===== src/cmp_event_defs.svh =====
// cmp_event_defs.svh: offsets, field positions, reset values and modes
// for the comparator event control block; included by name only.
`ifndef CMP_EVENT_DEFS_SVH
`define CMP_EVENT_DEFS_SVH

// ----------------------------------------------------------------------
// register map
// ----------------------------------------------------------------------
`define CMP_ADDR_W          4
`define CMP_OFS_STATUS_CTRL 4'h0
`define CMP_OFS_SYS_OPTS    4'h1

// ----------------------------------------------------------------------
// status, control and option fields
// ----------------------------------------------------------------------
`define CMP_BIT_ENABLE      7
`define CMP_BIT_REF_SEL     6
`define CMP_BIT_FLAG        5
`define CMP_BIT_IRQ_EN      4
`define CMP_BIT_RESULT      3
`define CMP_BIT_PIN_EN      2
`define CMP_MODE_HI         1
`define CMP_MODE_LO         0
`define CMP_BIT_CAPTURE     0

`define CMP_RESET_CTRL      8'h00
`define CMP_RESET_OPTS      8'h00

// ----------------------------------------------------------------------
// event mode codes
// ----------------------------------------------------------------------
`define CMP_MODE_FALL0      2'h0
`define CMP_MODE_RISE       2'h1
`define CMP_MODE_FALL2      2'h2
`define CMP_MODE_BOTH       2'h3

`endif


===== src/cmp_event_pkg.sv =====
// cmp_event_pkg.sv: types shared by the comparator event control files.
// assumes nothing beyond a SystemVerilog compiler.
package cmp_event_pkg;

	typedef logic [7:0] reg_byte_t;
	typedef logic [1:0] event_mode_t;

endpackage


===== src/cmp_sync_if.sv =====
// cmp_sync_if.sv: carries the synchronised comparator result and its
// edges between the top and the edge detector.
// assumes one clock domain on both sides.
`timescale 1ns/1ps

interface cmp_sync_if;
	logic level;
	logic rise;
	logic fall;

	modport source
	(
		output level,
		output rise,
		output fall
	);
	modport sink
	(
		input level,
		input rise,
		input fall
	);
endinterface


===== src/cmp_edge_sync.sv =====
// cmp_edge_sync.sv: two-stage synchroniser and edge finder for the
// asynchronous comparator result.
// assumes i_raw is asynchronous to i_sys_clk.
`timescale 1ns/1ps

module cmp_edge_sync
(
	// clock and reset
	input  wire logic       i_sys_clk,
	input  wire logic       i_resetn,
	// raw comparator result and enable
	input  wire logic       i_raw,
	input  wire logic       i_enable,
	// synchronised result
	cmp_sync_if.source      sync
);
	logic meta_q;
	logic meta_d;
	logic stab_q;
	logic stab_d;
	logic last_q;
	logic last_d;
	logic en_q;
	logic en_d;

	// first stage feeds only the second stage
	always_comb
	begin
		meta_d = i_raw;
		stab_d = meta_q;
		last_d = i_enable ? stab_q : 1'b0;
		en_d   = i_enable;
	end

	always_ff @(posedge i_sys_clk or negedge i_resetn)
	begin
		if (!i_resetn)
		begin
			meta_q <= 1'b0;
			stab_q <= 1'b0;
			last_q <= 1'b0;
			en_q   <= 1'b0;
		end
		else
		begin
			meta_q <= meta_d;
			stab_q <= stab_d;
			last_q <= last_d;
			en_q   <= en_d;
		end
	end

	// edges only count while enabled, so enabling never fakes an edge
	// from the stale reset value of last_q
	assign sync.level = i_enable & stab_q;
	assign sync.rise  = i_enable & en_q & stab_q & ~last_q;
	assign sync.fall  = i_enable & en_q & ~stab_q & last_q;

	a_rise_after_low : assert property (
		@(posedge i_sys_clk) disable iff (!i_resetn)
		sync.rise |-> $past(stab_q) == 1'b0 && stab_q)
		else $error("rise without low-to-high step");
endmodule


===== src/cmp_event_ctrl.sv =====
// cmp_event_ctrl.sv: comparator event control top: register, edge
// events, sticky flag, interrupt, output pin and capture routing.
// assumes a simple strobe bus master on i_sys_clk and an analog core
// whose result is asynchronous.
`timescale 1ns/1ps
`include "cmp_event_defs.svh"

// Operation
// - bit 7 enables comparing and event detection; clear disables block
// - bit 6 picks non-inverting input: 0 external pin, 1 bandgap
// - bit 5 flag sets on selected event; cleared only by writing one
// - interrupt requested while flag set and bit 4 enable is one
// - bit 3 reads present result; zero at reset and when disabled
// - bit 2 drives result onto output pin; otherwise pin shows nothing
// - bits 1:0 mode: 00 and 10 falling, 01 rising, 11 either edge
// - enabled block keeps running in wait; flagged event wakes processor
// - in light stop block keeps comparing, driving pin, flagging, waking
// - stop exit by reset returns every bit to reset state
// - deep stop powers down; wake finds reset values
// - in debug halt block compares and flags as in run mode
// - capture route option feeds result to timer channel 0, pin lost
// - result is one when non-inverting input exceeds inverting input
module cmp_event_ctrl
	import cmp_event_pkg::*;
(
	// clock and reset
	input  wire logic                        i_sys_clk,
	input  wire logic                        i_resetn,
	// register bus
	input  wire logic [`CMP_ADDR_W-1:0]      i_addr,
	input  wire cmp_event_pkg::reg_byte_t    i_wdata,
	input  wire logic                        i_wr,
	input  wire logic                        i_rd,
	output cmp_event_pkg::reg_byte_t         o_rdata,
	// analog core
	input  wire logic                        i_cmp_result,
	output logic                             o_cmp_enable,
	output logic                             o_reference_select,
	// pins and system
	output logic                             o_compare_output_pin,
	output logic                             o_compare_output_oe_n,
	output logic                             o_capture_input,
	output logic                             o_timer_pin_blocked,
	output logic                             o_irq
);
	import cmp_event_pkg::*;

	// ------------------------------------------------------------------
	// control state
	// ------------------------------------------------------------------
	reg_byte_t   ctrl_q;
	reg_byte_t   ctrl_d;
	logic        flag_q;
	logic        flag_d;
	logic        route_q;
	logic        route_d;
	reg_byte_t   rdata_q;
	reg_byte_t   rdata_d;
	logic        irq_q;
	logic        irq_d;
	logic        pin_q;
	logic        pin_d;
	logic        pin_oe_n_q;
	logic        pin_oe_n_d;
	logic        cap_q;
	logic        cap_d;
	logic        blk_q;
	logic        blk_d;
	logic        en_out_q;
	logic        en_out_d;
	logic        ref_q;
	logic        ref_d;

	cmp_sync_if  sync ();

	logic        enable;
	event_mode_t mode;
	logic        hit;

	assign enable = ctrl_q[`CMP_BIT_ENABLE];
	assign mode   = ctrl_q[`CMP_MODE_HI:`CMP_MODE_LO];

	// ------------------------------------------------------------------
	// synchroniser and edges
	// ------------------------------------------------------------------
	cmp_edge_sync u_sync
	(
		.i_sys_clk (i_sys_clk),
		.i_resetn  (i_resetn),
		.i_raw     (i_cmp_result),
		.i_enable  (enable),
		.sync      (sync.source)
	);

	function automatic logic event_hit(event_mode_t m, logic r, logic f);
		unique case (m)
			`CMP_MODE_RISE : event_hit = r;
			`CMP_MODE_BOTH : event_hit = r | f;
			default        : event_hit = f;
		endcase
	endfunction

	// wait, light stop and debug halt leave the bus clock running, so
	// the block simply keeps working; deep stop and reset exits reach
	// it only through i_resetn
	assign hit = enable & event_hit(mode, sync.rise, sync.fall);

	// ------------------------------------------------------------------
	// register next state
	// ------------------------------------------------------------------
	logic wr_ctrl;
	logic wr_opts;
	assign wr_ctrl = i_wr && (i_addr == `CMP_OFS_STATUS_CTRL);
	assign wr_opts = i_wr && (i_addr == `CMP_OFS_SYS_OPTS);

	always_comb
	begin
		ctrl_d  = ctrl_q;
		flag_d  = flag_q;
		route_d = route_q;
		if (wr_ctrl)
		begin
			ctrl_d[`CMP_BIT_ENABLE]  = i_wdata[`CMP_BIT_ENABLE];
			ctrl_d[`CMP_BIT_REF_SEL] = i_wdata[`CMP_BIT_REF_SEL];
			ctrl_d[`CMP_BIT_IRQ_EN]  = i_wdata[`CMP_BIT_IRQ_EN];
			ctrl_d[`CMP_BIT_PIN_EN]  = i_wdata[`CMP_BIT_PIN_EN];
			ctrl_d[`CMP_MODE_HI:`CMP_MODE_LO] =
				i_wdata[`CMP_MODE_HI:`CMP_MODE_LO];
			if (i_wdata[`CMP_BIT_FLAG])
				flag_d = 1'b0;
		end
		if (wr_opts)
			route_d = i_wdata[`CMP_BIT_CAPTURE];
		// set wins over a clear in the same cycle
		if (hit)
			flag_d = 1'b1;
		// flag and result bits are not held in ctrl
		ctrl_d[`CMP_BIT_FLAG]   = 1'b0;
		ctrl_d[`CMP_BIT_RESULT] = 1'b0;
	end

	// ------------------------------------------------------------------
	// outputs next state
	// ------------------------------------------------------------------
	always_comb
	begin
		rdata_d = 8'h00;
		if (i_rd)
		begin
			unique case (i_addr)
				`CMP_OFS_STATUS_CTRL :
				begin
					rdata_d = ctrl_q;
					rdata_d[`CMP_BIT_FLAG]   = flag_q;
					rdata_d[`CMP_BIT_RESULT] = sync.level;
				end
				`CMP_OFS_SYS_OPTS :
					rdata_d[`CMP_BIT_CAPTURE] = route_q;
				default :
					rdata_d = 8'h00;
			endcase
		end
		irq_d      = flag_d & ctrl_d[`CMP_BIT_IRQ_EN];
		pin_d      = enable & ctrl_q[`CMP_BIT_PIN_EN] & sync.level;
		pin_oe_n_d = ~(enable & ctrl_q[`CMP_BIT_PIN_EN]);
		cap_d      = route_q & sync.level;
		blk_d      = route_q;
		en_out_d   = ctrl_d[`CMP_BIT_ENABLE];
		// bandgap buffer must already be on; that is software's job
		ref_d      = ctrl_d[`CMP_BIT_REF_SEL];
	end

	// ------------------------------------------------------------------
	// registers
	// ------------------------------------------------------------------
	always_ff @(posedge i_sys_clk or negedge i_resetn)
	begin
		if (!i_resetn)
		begin
			ctrl_q     <= `CMP_RESET_CTRL;
			flag_q     <= 1'b0;
			route_q    <= 1'b0;
			rdata_q    <= 8'h00;
			irq_q      <= 1'b0;
			pin_q      <= 1'b0;
			pin_oe_n_q <= 1'b1;
			cap_q      <= 1'b0;
			blk_q      <= 1'b0;
			en_out_q   <= 1'b0;
			ref_q      <= 1'b0;
		end
		else
		begin
			ctrl_q     <= ctrl_d;
			flag_q     <= flag_d;
			route_q    <= route_d;
			rdata_q    <= rdata_d;
			irq_q      <= irq_d;
			pin_q      <= pin_d;
			pin_oe_n_q <= pin_oe_n_d;
			cap_q      <= cap_d;
			blk_q      <= blk_d;
			en_out_q   <= en_out_d;
			ref_q      <= ref_d;
		end
	end

	assign o_rdata               = rdata_q;
	assign o_irq                 = irq_q;
	assign o_compare_output_pin  = pin_q;
	assign o_compare_output_oe_n = pin_oe_n_q;
	assign o_capture_input       = cap_q;
	assign o_timer_pin_blocked   = blk_q;
	assign o_cmp_enable          = en_out_q;
	assign o_reference_select    = ref_q;

	// ------------------------------------------------------------------
	// checks
	// ------------------------------------------------------------------
	a_enable_follows_write : assert property (
		@(posedge i_sys_clk) disable iff (!i_resetn)
		wr_ctrl |=> o_cmp_enable == $past(i_wdata[`CMP_BIT_ENABLE]))
		else $error("enable output did not follow write");

	a_ref_follows_write : assert property (
		@(posedge i_sys_clk) disable iff (!i_resetn)
		wr_ctrl |=> o_reference_select == $past(i_wdata[`CMP_BIT_REF_SEL]))
		else $error("reference select did not follow write");

	a_flag_set_event : assert property (
		@(posedge i_sys_clk) disable iff (!i_resetn)
		hit |=> flag_q)
		else $error("event lost");

	a_flag_sticky : assert property (
		@(posedge i_sys_clk) disable iff (!i_resetn)
		flag_q && !(wr_ctrl && i_wdata[`CMP_BIT_FLAG]) |=> flag_q)
		else $error("flag cleared without write of one");

	a_irq_gate : assert property (
		@(posedge i_sys_clk) disable iff (!i_resetn)
		o_irq == (flag_q && ctrl_q[`CMP_BIT_IRQ_EN]))
		else $error("interrupt does not match flag and enable");

	a_result_disabled : assert property (
		@(posedge i_sys_clk) disable iff (!i_resetn)
		i_rd && i_addr == `CMP_OFS_STATUS_CTRL && !enable
		|=> o_rdata[`CMP_BIT_RESULT] == 1'b0)
		else $error("result read nonzero while disabled");

	a_pin_off : assert property (
		@(posedge i_sys_clk) disable iff (!i_resetn)
		!ctrl_q[`CMP_BIT_PIN_EN] |=> o_compare_output_oe_n
		&& !o_compare_output_pin)
		else $error("pin driven while disabled");

	a_rise_mode : assert property (
		@(posedge i_sys_clk) disable iff (!i_resetn)
		enable && mode == `CMP_MODE_RISE && sync.fall && !sync.rise
		|-> !hit)
		else $error("falling edge hit in rising mode");

	a_capture_route : assert property (
		@(posedge i_sys_clk) disable iff (!i_resetn)
		!route_q |=> !o_capture_input)
		else $error("capture driven with routing off");

	// a clear that meets a new event is left to a_flag_set_event
	a_flag_clear_write : assert property (
		@(posedge i_sys_clk) disable iff (!i_resetn)
		wr_ctrl && i_wdata[`CMP_BIT_FLAG] && !hit |=> !flag_q)
		else $error("flag not cleared by write of one");

	a_flag_readback : assert property (
		@(posedge i_sys_clk) disable iff (!i_resetn)
		i_rd && i_addr == `CMP_OFS_STATUS_CTRL
		|=> o_rdata[`CMP_BIT_FLAG] == $past(flag_q))
		else $error("flag bit read back wrong");

	a_no_event_off : assert property (
		@(posedge i_sys_clk) disable iff (!i_resetn)
		!enable && !flag_q |=> !flag_q)
		else $error("flag set while block disabled");

	a_pin_follows : assert property (
		@(posedge i_sys_clk) disable iff (!i_resetn)
		enable && ctrl_q[`CMP_BIT_PIN_EN] |=> !o_compare_output_oe_n
		&& (o_compare_output_pin == $past(sync.level)))
		else $error("pin does not follow result");

	a_mode_falls : assert property (
		@(posedge i_sys_clk) disable iff (!i_resetn)
		enable && mode != `CMP_MODE_RISE && sync.fall |-> hit)
		else $error("falling edge missed in falling mode");

	a_route_blocks : assert property (
		@(posedge i_sys_clk) disable iff (!i_resetn)
		1'b1 |=> o_timer_pin_blocked == $past(route_q))
		else $error("timer pin block does not follow routing");
endmodule


===== config.mk =====
export PLATFORM = sky130hd
export DESIGN_NAME = cmp_event_ctrl
export DESIGN_NICKNAME = d
export VERILOG_FILES = /design/src/cmp_event_pkg.sv /design/src/cmp_sync_if.sv /design/src/cmp_edge_sync.sv /design/src/cmp_event_ctrl.sv
export VERILOG_INCLUDE_DIRS = /design/src
export SDC_FILE = /design/constraint.sdc
export NUM_CORES = 1
export LEC_CHECK = 0
export BUFFER_PORTS_ARGS = -buffer_cell sky130_fd_sc_hd__buf_2
export CAP_MARGIN = 20
export CORE_MARGIN = 5
export CORE_UTILIZATION = 50
export DETAILED_ROUTE_END_ITERATION = 6
export GPL_TIMING_DRIVEN = 0
export PLACE_DENSITY = 0.8
export SLEW_MARGIN = 25
export SYNTH_ARGS = -nofsm -noshare
export SYNTH_HDL_FRONTEND = slang
export SYNTH_HIERARCHICAL = 1
export SYNTH_SLANG_ARGS = --single-unit

===== constraint.sdc =====
create_clock -name i_sys_clk -period 3.3 [get_ports i_sys_clk]
set_input_delay 0.66 -clock i_sys_clk [delete_from_list [all_inputs] [get_ports i_sys_clk]]
set_output_delay 0.66 -clock i_sys_clk [all_outputs]
set_load 0.1 [all_outputs]

* Word-level counts from Yosys, hierarchy flattened
Index checks and enable logic that the tools add are counted.
Widths: inputs -> output; s select.
** Word-level totals
- Bits in latches :: 0
- Word-level logic and storage cells :: 47
- Register bits after elaboration :: 27
- Memory bits (writable) :: 0
- Memories kept :: 0
- Bits in read-only memories :: 0
- Input bits :: 17
** Operators by class
- Add/subtract/negate cells :: 0
- Multipliers :: 0
- Muxes and demuxes :: 10
- Reduce and logical (&&, ||, !) cells :: 3
- Equal/unequal tests :: 3
- Div/mod/pow operators :: 0
- Shift operators :: 0
- Magnitude comparators :: 0
- Bitwise logic cells :: 15
** Operator list (number)
- $and 1x1->1 :: 11
- $mux 8 :: 1
- $mux 7 :: 1
- $mux 1 :: 5
- $eq 4x1->1 const B :: 1
- $logic_not 4->1 :: 1
- $pmux 1 s2 :: 2
- $not 1->1 :: 3
- $eq 2x1->1 const B :: 1
- $eq 2x2->1 const B :: 1
- $logic_and 1x1->1 :: 2
- $mux 2 :: 1
- $or 1x1->1 :: 1

* Depth between registers and ports, before layout
Gate-level depths: netlist of the first run.
- Word-level depth :: 8
- Mapped depth :: 5
- Mapped depth without buffers :: 5

* Modules after synthesis
The synthesis of the first run kept the hierarchy.
** Modules (own cells, without submodules)
- cmp_event_ctrl :: sequential area each 526.8 sq um, instances 1, area an instance 777.0 sq um, cells an instance 54
- cmp_edge_sync :: sequential area each 100.1 sq um, instances 1, area an instance 127.6 sq um, cells an instance 7

* Least setup slack after synthesis of the first run
OpenSTA, ideal clock, no wires.
- Kind :: register to register
- Start :: register ctrl_q[7]
- End :: register irq_q, in the netlist o_irq
- Arrival :: 1.738 ns
- Stages on the path, launching flop included :: 6
- Path buffers :: 0
- Required time :: 3.216 ns
- Clock period less this slack :: 1.822 ns
- Library setup time :: 0.084 ns
- Setup slack :: 1.478 ns
- Cell sequence :: dfrtp_1 > and4b_1 > nand2_1 > o22ai_1 > a31oi_1 > a21boi_0
** On the way
- Word-level cells in the longest chain between the ends :: 8
- Elaborated cells between the ends (all ways) :: 10
- Classes of those cells :: 2 x mux; 8 x bitwise
** RTL lines
- start: declaration :: line cmp_event_ctrl.sv:51 : reg_byte_t ctrl_q;
- start signal: assignment :: line cmp_event_ctrl.sv:180 : ctrl_q <= `CMP_RESET_CTRL;
- start signal: assignment :: line cmp_event_ctrl.sv:194 : ctrl_q <= ctrl_d;
- $and 1x1->1 (*) (3 in a row) :: line cmp_edge_sync.sv:57 : assign sync.fall = i_enable & en_q & ~stab_q & last_q;
- net sync.fall :: line cmp_sync_if.sv:9 : logic fall;
- $or 1x1->1 :: line cmp_event_ctrl.sv:98 : `CMP_MODE_BOTH : event_hit = r | f;
- $pmux 1 s2 (*) :: line cmp_event_ctrl.sv:96 : unique case (m)
- $and 1x1->1 (*) :: line cmp_event_ctrl.sv:106 : assign hit = enable & event_hit(mode, sync.rise, sync.fall);
- $mux 1 (*) :: line cmp_event_ctrl.sv:135 : if (hit)
- $and 1x1->1 (*) :: line cmp_event_ctrl.sv:163 : irq_d = flag_d & ctrl_d[`CMP_BIT_IRQ_EN];
- net irq_d :: line cmp_event_ctrl.sv:60 : logic irq_d;
- end signal: assignment :: line cmp_event_ctrl.sv:198 : irq_q <= irq_d;
- end: declaration :: line cmp_event_ctrl.sv:59 : logic irq_q;
Mark *: on every way through the listed nets, which the timed path passes. The rest lies on a longest branch.
A chain may end at the register's enable or synchronous reset.

==> out/qor.yml, run 1 <==
critPathTopFamily: "flip-flops"
yosysUniqueCellTypes: 21
ys_warn_count: 6
firstDrtPassIters: 3
syn_inst: 61
dieArea_mm2: 0.00276
regArea_um2: 627
synthArstFlopShare_pct: 100
diodes: 0
fin_nets: 113
initial_core_util_pct: 52.4
core_region_area_mm2: 0.00173
comb_power_share_pct: 28.9
p_leak_nw: 0.614
place_inst: 116
post-cts-setup-buffers: 0
final_core_util_pct: 64.4
status: "completed"
drcViolationCount: 0
rsz0062_at_grt: "no"
syn_avg_cell_area_um2: 14.8
worst_path_max_delay_cell: "dfrtp_1"
dpl.hpwl_um: 1180
cp-end-kind: "output pin"
fin_crit_ns: 1.96
worstSetupPathType: "reg2out"
vias_per_cell: 4.69
num_rows: 15
hold_class: "in2async"
synth.most_common_cell: "dfrtp_1"
fmax_mhz: 510
tightestPinTransition_ns: 0.523
post_dp_cell_area_mm2: 0.00109
syn-num-nets: 78
critical_path.startpoint_type: "flip-flop"
p_per_area_mw_per_mm2: 628
cts.sinks: 25
max_slew_margin_pct: 65.1
fin_setup_tns_ns: 0
crit_required_ns: 2.64
power_frac_seq_pct: 52.9
path_cells: "buf_2"
ios: 32
layout-drive-gt1-share_pct: 52.6
synthTopCellsByArea: "dfrtp_1 66%, mux2_2 7.5%, and3_2 5.0%"
ys_seq_area_share_pct: 69.3
routed_wl_um: 1540
fillers: 149
finalNonFillerCells: 120
antenna_found_initial: 0
htreeDepth: 1
cts_resized: 0
slowest_delay_ns: 0.51
io_buffer_count: 30
maxSlewViolCount: 0
syn_area_um2: 905
drtIter0Drc: 1
synth_area_leader_cell: "dfrtp_1"
final_area_mm2: 0.00111
finalHoldViolCount: 0
vias: 563
drt-wirelength-per-cell_um: 12.8
finalCritPeriodShare_pct: 59.4
p_sw_mw: 0.263
grt_max_degree: 26
multi_input_area_um2: 274
first_global_vias: 609
cp.arrival_ns: 1.30
gr-total-overflow: 0
netlist.area_leader.share_pct: 66.4
cp_max_fo: 11
synth_enable_flop_cells: 0
p_int_mw: 0.435
clk_path_buf_depth: 2
cts_hold_buffers: 0
grt.total_usage_pct: 13.6
clk_pin_slew_ns: 0.12
cap_viol_max_count: 0
cts_buffers: 3
fp.dieW_um: 52.5
tritoncts: "done"
ys_top_cells_by_count: "24 x dfrtp_1, 6 x and3_2, 6 x mux2_2, 6 x nand2_1"
synth_top_flop_cell: "dfrtp_1"
die_height_um: 52.5
grt_pass1_wl_um: 2640
finClkSkew_ns: 0.00261
ant_nets: 0
place_congestion: 0.769
synth-seq-cells: 25
p_sw_share_pct: 37.7
area_growth_pct: 23.0
clkPwrFrac_pct: 18.2
root_buffer: "clkbuf_4"
ir_worst_vdd_mv: 0.455
final-setup-viol-count: 0
critPathBufInv: 1
clk_latency_ns: 0.30
## state kept, by name, indices dropped and copies added (netlist names)
name / flops
blk_d: 1
ctrl_q: 6
flag_q: 1
o_capture_input: 1
o_compare_output_oe_n: 1
o_compare_output_pin: 1
o_irq: 1
o_rdata: 8
o_timer_pin_blocked: 1
u_sync/en_q: 1
u_sync/last_q: 1
u_sync/meta_q: 1
u_sync/stab_q: 1
## power groups by stage
stage               logic [mW]  clock network [mW]  registers, mW
floorplan               0.0348                   0          0.495
global placement         0.201                   0          0.373
detailed placement       0.203                   0          0.376
CTS                      0.204               0.135          0.369
global route             0.210               0.152          0.375
finish                   0.202               0.127          0.370
## final cells by class
cell class,instances,share of cell area (%)
flip-flops and latches,25,56.4
repair buffers,30,13.5
well taps,25,2.81
clock buffers,4,2.36
multi-input cells,35,24.6
inverters,1,0.337
## through the flow
| step | setup WS [ns] | total power, mW | hold WS [ns] |
|---|---|---|---|
| 3_5_place_dp | 1.26 | 0.579 | 0.367 |
| 6_report | 1.34 | 0.698 | 0.314 |
| 4_1_cts | 1.31 | 0.708 | 0.316 |
| 5_1_grt | 1.26 | 0.737 | 0.334 |
| 3_3_place_gp | 1.27 | 0.575 | 0.334 |
| 2_1_floorplan | 1.48 | 0.530 | 0.331 |
## layout by cell type, fill, tap and decap left out
| master | synthesis | routed |
|---|---|---|
| nand3_1 | 2 | 2 |
| dfrtp_1 | 24 | 24 |
| and2_2 | 1 | 1 |
| nor4_4 | 1 | 1 |
| and2_1 | 1 | 1 |
| clkbuf_1 | 0 | 1 |
| a21boi_0 | 1 | 1 |
| mux2_2 | 6 | 6 |
| and3_2 | 6 | 6 |
| and4b_1 | 2 | 2 |
| nor2_1 | 1 | 1 |
| o22ai_1 | 1 | 1 |
| dfstp_2 | 1 | 1 |
| nor2b_1 | 1 | 1 |
| mux2_4 | 1 | 1 |
| and3_1 | 1 | 1 |
| inv_1 | 1 | 1 |
| buf_2 | 0 | 30 |
| clkbuf_4 | 0 | 3 |
| nand2_4 | 1 | 1 |
| nand2_1 | 6 | 6 |
| a31oi_1 | 1 | 1 |
| nand4_1 | 1 | 1 |
| nor3_1 | 1 | 1 |
## cells by family after synthesis
| logic type | share of synthesized area (%) |
|---|---|
| simple gates | 18.9 |
| mux | 9.13 |
| buf+inv | 0.415 |
| flops | 69.3 |
| compound gates | 2.21 |
## per-layer routing
layer | track usage [%] | share of wire, % | vias to the layer above
met5 | 0 | 0 | -
met4 | 10.2 | 1.8 | 0
met3 | 2.85 | 6.1 | 2
met2 | 21.5 | 48 | 17
met1 | 16.0 | 45 | 262
li1 | - | - | 282
## worst paths after layout
kind | from | to | slack, ns | depth (start not counted)
max | ctrl_q[7]$_DFFE_PN0N_ | o_cmp_enable | 1.34 | 1
min | i_resetn | o_rdata[2]$_DFF_PN0_ | 0.31 | 1
max reg2reg | ctrl_q[7]$_DFFE_PN0N_ | o_irq$_DFF_PN0_ | 2.05 | 5
min reg2reg | u_sync/meta_q$_DFF_PN0_ | u_sync/stab_q$_DFF_PN0_ | 0.39 | 0
max in group asynchronous | i_resetn | o_compare_output_oe_n$_DFF_PN1_ | 2.62 | 1
min in group i_sys_clk | u_sync/meta_q$_DFF_PN0_ | u_sync/stab_q$_DFF_PN0_ | 0.39 | 0
No activity file was read; power rests on OpenSTA's default activity.
==> run 2: changes to the inputs <==
--- a/config.mk
+++ b/config.mk
@@ -6,13 +6,14 @@
 export SDC_FILE = /design/constraint.sdc
 export NUM_CORES = 1
 export LEC_CHECK = 0
+export ABC_AREA = 1
 export BUFFER_PORTS_ARGS = -buffer_cell sky130_fd_sc_hd__buf_2
 export CAP_MARGIN = 20
 export CORE_MARGIN = 5
-export CORE_UTILIZATION = 50
+export CORE_UTILIZATION = 47
 export DETAILED_ROUTE_END_ITERATION = 6
 export GPL_TIMING_DRIVEN = 0
-export PLACE_DENSITY = 0.8
+export PLACE_DENSITY = 0.76
 export SLEW_MARGIN = 25
 export SYNTH_ARGS = -nofsm -noshare
 export SYNTH_HDL_FRONTEND = slang
==> constraint.sdc (replaced) <==
create_clock -name i_sys_clk -period 1.9 [get_ports i_sys_clk]
set_input_delay 0.38 -clock i_sys_clk [delete_from_list [all_inputs] [get_ports i_sys_clk]]
set_output_delay 0.38 -clock i_sys_clk [all_outputs]
set_load 0.1 [all_outputs]
==> out/qor.yml, run 2 <==
crit_required_ns: 1.52  # was 2.64 ns
dpl.hpwl_um: 1200  # was 1180 um
antenna_found_initial: 0  # unchanged
synthTopCellsByArea: "dfrtp_1 65%, nand2_1 8.5%, inv_1 6.1%"  # was dfrtp_1 66%, mux2_2 7.5%, and3_2 5.0%
fin_nets: 141  # was 113
max_slew_margin_pct: 65.7  # was 65.1%
maxSlewViolCount: 0  # unchanged
largest_register_ffs: 8  # unchanged
clk_latency_ns: 0.30  # about the same
ys_top_cells_by_count: "24 x dfrtp_1, 21 x nand2_1, 15 x inv_1"  # was 24 x dfrtp_1, 6 x and3_2, 6 x mux2_2, 6 x nand2_1
dieArea_mm2: 0.00296  # was 0.00276 mm2
cts_hold_buffers: 0  # unchanged
grt_pass1_wl_um: 2480  # was 2640 um
syn_inst: 89  # was 61
yosysUniqueCellTypes: 15  # was 21
cts.sinks: 25  # unchanged
worst_slack_ns: 0.278  # was 1.34 ns
tritoncts: "done"  # unchanged
slowest_delay_ns: 0.48  # was 0.51 ns
grt_max_degree: 26  # unchanged
cts_resized: 0  # unchanged
critical_path.startpoint_type: "flip-flop"  # unchanged
vias_per_cell: 4.37  # was 4.69
status: "completed"  # unchanged
final-setup-viol-count: 0  # unchanged
initial_core_util_pct: 48.3  # was 52.4%
p_per_area_mw_per_mm2: 1130  # was 628 mW/mm2
die_height_um: 54.4  # was 52.5 um
worst_path_max_delay_cell: "dfrtp_1"  # unchanged
synth-seq-cells: 25  # unchanged
io_buffer_count: 30  # unchanged
clk_path_buf_depth: 2  # unchanged
htreeDepth: 1  # unchanged
cp.depth: 1  # unchanged
fin_crit_ns: 1.62
vias: 656  # was 563
synth_enable_flop_cells: 0  # unchanged
routed_wl_um: 1510  # was 1540 um
synth_area_leader_cell: "dfrtp_1"  # unchanged
ys_seq_area_share_pct: 67.5  # was 69.3%
cp.arrival_ns: 1.24  # was 1.30 ns
post-cts-setup-buffers: 0  # unchanged
syn_avg_cell_area_um2: 10.4  # was 14.8 um2
finalHoldViolCount: 0  # unchanged
dp_slack_ns: 0.596  # was 1.26 ns
drcViolationCount: 0  # unchanged
finalCritPeriodShare_pct: 85.4
finClkSkew_ns: 0.00684  # was 0.00261 ns
critPathBufInv: 1  # unchanged
syn-num-nets: 106  # was 78
rsz0062_at_grt: "no"  # unchanged
cap_viol_max_count: 0  # unchanged
num_rows: 16  # was 15
syn_area_um2: 928  # was 905 um2
drtIter0Drc: 5  # was 1
firstDrtPassIters: 2  # was 3
hold_class: "in2async"  # unchanged
final_core_util_pct: 59.3  # was 64.4%
final_cell_mix: "30 x buf_2, 24 x dfrtp_1, 21 x nand2_1"  # was 30 x buf_2, 24 x dfrtp_1, 6 x nand2_1, 6 x and3_2, 6 x mux2_2
worstSetupPathType: "reg2out"  # unchanged
cp-end-kind: "output pin"  # unchanged
diodes: 0  # unchanged
ir_worst_vdd_mv: 0.607  # was 0.455 mV
synth.most_common_cell: "dfrtp_1"  # unchanged
hold-worst-slack_ns: 0.0344  # was 0.314 ns
grt.total_usage_pct: 11.6  # was 13.6%
critPathTopFamily: "flip-flops"  # unchanged
fmax_mhz: 616
netlist.area_leader.share_pct: 64.7  # was 66.4%
fin_setup_tns_ns: 0  # unchanged
synthArstFlopShare_pct: 100  # unchanged
drt-wirelength-per-cell_um: 10.1  # was 12.8 um
tightestPinTransition_ns: 0.515  # was 0.523 ns
first_global_vias: 645  # was 609
place_congestion: 0.779  # was 0.769
cts_buffers: 3  # unchanged
core_region_area_mm2: 0.00192  # was 0.00173 mm2
cp_max_fo: 7  # was 11
ios: 32  # unchanged
clk_pin_slew_ns: 0.13  # was 0.12 ns
area_growth_pct: 22.8  # was 23.0%
gr-total-overflow: 0  # unchanged
path_cells: "buf_2"  # unchanged
synth_top_flop_cell: "dfrtp_1"  # unchanged
fp.dieW_um: 54.4  # was 52.5 um
ant_nets: 0  # unchanged
layout-drive-gt1-share_pct: 33.3  # was 52.6%
ys_warn_count: 6  # unchanged
p_leak_nw: 0.642  # was 0.614 nW
root_buffer: "clkbuf_4"  # unchanged
layout_commonest_cell: "buf_2"  # unchanged
r2r_cells: 6  # was 5
run 2: changes by cell type in the layout (fill, tap and decap cells not counted), moves of 2 or more:
cell / delta
and3_2: -6
and4b_1: -2
o21ai_0: +3
nand3_1: -2
nand2_1: +15
clkinv_2: +2
o21ai_1: +4
nor2_4: +2
mux2_2: -6
inv_1: +14
nor2_1: +10
run 2: cells by family after synthesis:
logic type | count (synthesis) | synth area share (%)
simple gates | 39 | 20.5
compound gates | 9 | 5.39
buf+inv | 16 | 6.60
flops | 25 | 67.5
run 2: report_power, final:
| part | internal, mW | switching (mW) | leakage [nW] |
|---|---|---|---|
| clock | 0.0782 | 0.137 | 0.0177 |
| combinational | 0.0723 | 0.357 | 0.310 |
| sequential | 0.610 | 0.0381 | 0.314 |
run 2: worst register-to-register path, stage by stage, from the launching register on:
cell,delay (ns)
dfrtp_1,0.48
nand2_1,0.12
nor2_1,0.12
nand2_1,0.06
nand2_1,0.05
nand2_1,0.08
a21oi_2,0.14
run 2: area by class of cell:
type	instances	area (um2)
Timing Repair Buffer	30	150
Multi-Input combinational cell	48	240
Fill cell	177	782
Inverter	16	61.3
Clock inverter	1	5.00
Clock buffer	3	22.5
Sequential cell	25	627
Tap cell	27	33.8
run 2: through the flow:
step,std cells,area [um2],power [mW]
after floorplan,89,928,1.00
after global placement,146,1110,1.09
after detailed placement,146,1110,1.09
after CTS,150,1140,1.31
after global routing,150,1140,1.36
final,150,1140,1.29
run 2: layer usage:
metal / routed length, um / global-route usage (%)
met1: 618 / 13.8
met2: 726 / 20.7
met3: 151 / 3.00
met4: 12 / 2.49
met5: 0 / 0
run 2: worst paths after layout:
kind	from	end	slack [ns]
worst max register to register	ctrl_q[7]$_DFFE_PN0N_	o_irq$_DFF_PN0_	0.81
max in group asynchronous	i_resetn	o_compare_output_oe_n$_DFF_PN1_	1.50
worst max-delay path	ctrl_q[7]$_DFFE_PN0N_	o_cmp_enable	0.28
worst min-delay path	i_resetn	o_rdata[2]$_DFF_PN0_	0.03
min in group i_sys_clk	i_cmp_result	u_sync/meta_q$_DFF_PN0_	0.18
worst min register to register	u_sync/meta_q$_DFF_PN0_	u_sync/stab_q$_DFF_PN0_	0.37
==> run 3: changes to the inputs <==
--- a/config.mk
+++ b/config.mk
@@ -6,7 +6,6 @@
 export SDC_FILE = /design/constraint.sdc
 export NUM_CORES = 1
 export LEC_CHECK = 0
-export ABC_AREA = 1
 export BUFFER_PORTS_ARGS = -buffer_cell sky130_fd_sc_hd__buf_2
 export CAP_MARGIN = 20
 export CORE_MARGIN = 5
==> out/qor.yml, run 3 (synthesis gave the netlist of run 1 again) <==
ir_worst_vdd_mv: 0.602  # was 0.607 mV
fin_crit_ns: 1.69  # was 1.62 ns
layout_commonest_cell: "buf_2"  # unchanged
final_cell_mix: "30 x buf_2, 24 x dfrtp_1, 6 x nand2_1, 6 x and3_2, 6 x mux2_2"  # was 30 x buf_2, 24 x dfrtp_1, 21 x nand2_1
crit_path_start: "ctrl_q[7]$_DFFE_PN0N_"  # unchanged
htreeDepth: 1  # unchanged
worstSetupPathType: "reg2out"  # unchanged
core_region_area_mm2: 0.00178  # was 0.00192 mm2
final-setup-viol-count: 0  # unchanged
critical_path.startpoint_type: "flip-flop"  # unchanged
clk_path_buf_depth: 2  # unchanged
fp.dieW_um: 53.9  # was 54.4 um
firstDrtPassIters: 3  # was 2
worst_path_max_delay_cell: "dfrtp_1"  # unchanged
place_congestion: 0.818  # was 0.779
cp-end-kind: "output pin"  # unchanged
layout-drive-gt1-share_pct: 53.7  # was 33.3%
dpl.hpwl_um: 1170  # was 1200 um
vias_per_cell: 4.93  # was 4.37
reg2reg_to: "o_irq$_DFF_PN0_"  # unchanged
fin_setup_tns_ns: 0  # unchanged
root_buffer: "clkbuf_4"  # unchanged
grt_max_degree: 26  # unchanged
status: "completed"  # unchanged
io_buffer_count: 30  # unchanged
critPathTopFamily: "flip-flops"  # unchanged
cp.arrival_ns: 1.31  # was 1.24 ns
timing.rr.start: "ctrl_q[7]$_DFFE_PN0N_"  # unchanged
num_rows: 15  # was 16
die_height_um: 53.9  # was 54.4 um
finClkSkew_ns: 0.00419  # was 0.00684 ns
tightestPinTransition_ns: 0.517  # was 0.515 ns
drtIter0Drc: 3  # was 5
drcViolationCount: 0  # unchanged
fmax_mhz: 592  # was 616 MHz
finalHoldViolCount: 0  # unchanged
maxSlewViolCount: 0  # unchanged
cts_buffers: 3  # unchanged
vias: 591  # was 656
ios: 32  # unchanged
grt_pass1_wl_um: 2510  # was 2480 um
place_inst: 116  # was 146
rsz0062_at_grt: "no"  # unchanged
max_slew_margin_pct: 65.5  # was 65.7%
ff2ff_setup_slack_ns: 0.64  # was 0.81 ns
antenna_found_initial: 0  # unchanged
tritoncts: "done"  # unchanged
cts_hold_buffers: 0  # unchanged
finalNonFillerCells: 120  # was 150
clk_pin_slew_ns: 0.13  # about the same
p_per_area_mw_per_mm2: 1090  # was 1130 mW/mm2
cap_viol_max_count: 0  # unchanged
p_leak_nw: 0.613  # was 0.642 nW
slowest_delay_ns: 0.52  # was 0.48 ns
r2r_cells: 5  # was 6
critPathBufInv: 1  # unchanged
initial_core_util_pct: 50.7  # was 48.3%
routed_wl_um: 1500  # was 1510 um
dieArea_mm2: 0.00290  # was 0.00296 mm2
first_global_vias: 612  # was 645
fin_nets: 113  # was 141
clk_latency_ns: 0.31  # was 0.30 ns
crit_required_ns: 1.52  # about the same
drt-wirelength-per-cell_um: 12.5  # was 10.1 um
gr-total-overflow: 0  # unchanged
ant_nets: 0  # unchanged
finalCritPeriodShare_pct: 88.9  # was 85.4%
cts_resized: 0  # unchanged
worstSetupEndpoint: "o_cmp_enable"  # unchanged
diodes: 0  # unchanged
grt.total_usage_pct: 12.2  # was 11.6%
cp.depth: 1  # unchanged
path_cells: "buf_2"  # unchanged
post-cts-setup-buffers: 0  # unchanged
hold_class: "in2async"  # unchanged
area_growth_pct: 23.4  # was 22.8%
cts.sinks: 25  # unchanged
cp_max_fo: 11  # was 7
largest_register_ffs: 8  # unchanged
==> run 3: cell count changes in the layout (fill, tap and decap cells not counted), moves of 2 or more <==
cell / delta
and3_2: +6
and4b_1: +2
clkinv_2: -2
inv_1: -14
mux2_2: +6
nand2_1: -15
nand3_1: +2
nor2_1: -10
nor2_4: -2
o21ai_0: -3
o21ai_1: -4
==> run 3: worst min-delay path by stage <==
stage,cells after the start,startpoint,to,slack [ns]
CTS,1,i_resetn,o_timer_pin_blocked$_DFF_PN0_,0.03
finish,1,i_resetn,o_capture_input$_DFF_PN0_,0.02
floorplan,0,i_resetn,blk_d$_DFFE_PN0P_,0.08
global route,1,i_resetn,o_rdata[0]$_DFF_PN0_,0.06
global placement,0,u_sync/meta_q$_DFF_PN0_,u_sync/stab_q$_DFF_PN0_,0.33
detailed placement,0,u_sync/meta_q$_DFF_PN0_,u_sync/stab_q$_DFF_PN0_,0.34
==> run 3: layout make-up <==
class / instances / area (um2)
Clock buffer: 3 / 22.5
Tap cell: 25 / 31.3
Fill cell: 150 / 667
Clock inverter: 1 / 7.51
Sequential cell: 25 / 627
Timing Repair Buffer: 30 / 150
Multi-Input combinational cell: 35 / 274
Inverter: 1 / 3.75
==> run 3: layer usage <==
metal,wire (um),vias to the layer above,global-route usage (%)
li1,-,283,-
met4,13,0,5.53
met5,0,-,0
met2,794,19,22.4
met1,583,287,12.7
met3,109,2,3.60
==> run 3: stage by stage <==
step           setup slack (ns)  hold WS [ns]  power [mW]  utilization (%)  area, um2
2_1_floorplan            0.0775        0.0844       0.921                -        905
3_3_place_gp              0.155         0.333       0.998             60.9       1090
3_5_place_dp              0.139         0.340        1.01             60.9       1090
4_1_cts                   0.196        0.0296        1.24             62.6       1120
5_1_grt                   0.132        0.0588        1.28             62.6       1120
6_report                  0.211        0.0225        1.22             62.6       1120
==> run 3: worst reg2reg max path: stages (launching register included) <==
cell and delay [ns]:
dfrtp_1 0.50, and4b_1 0.22, nand2_1 0.06, o22ai_1 0.06, a31oi_1 0.19, a21boi_0 0.12
==> run 3: power by group <==
part	switching, mW	internal, mW	leakage [nW]
clock	0.149	0.0801	0.0139
combinational	0.273	0.0753	0.281
sequential	0.0451	0.598	0.318
total	0.467	0.753	0.613
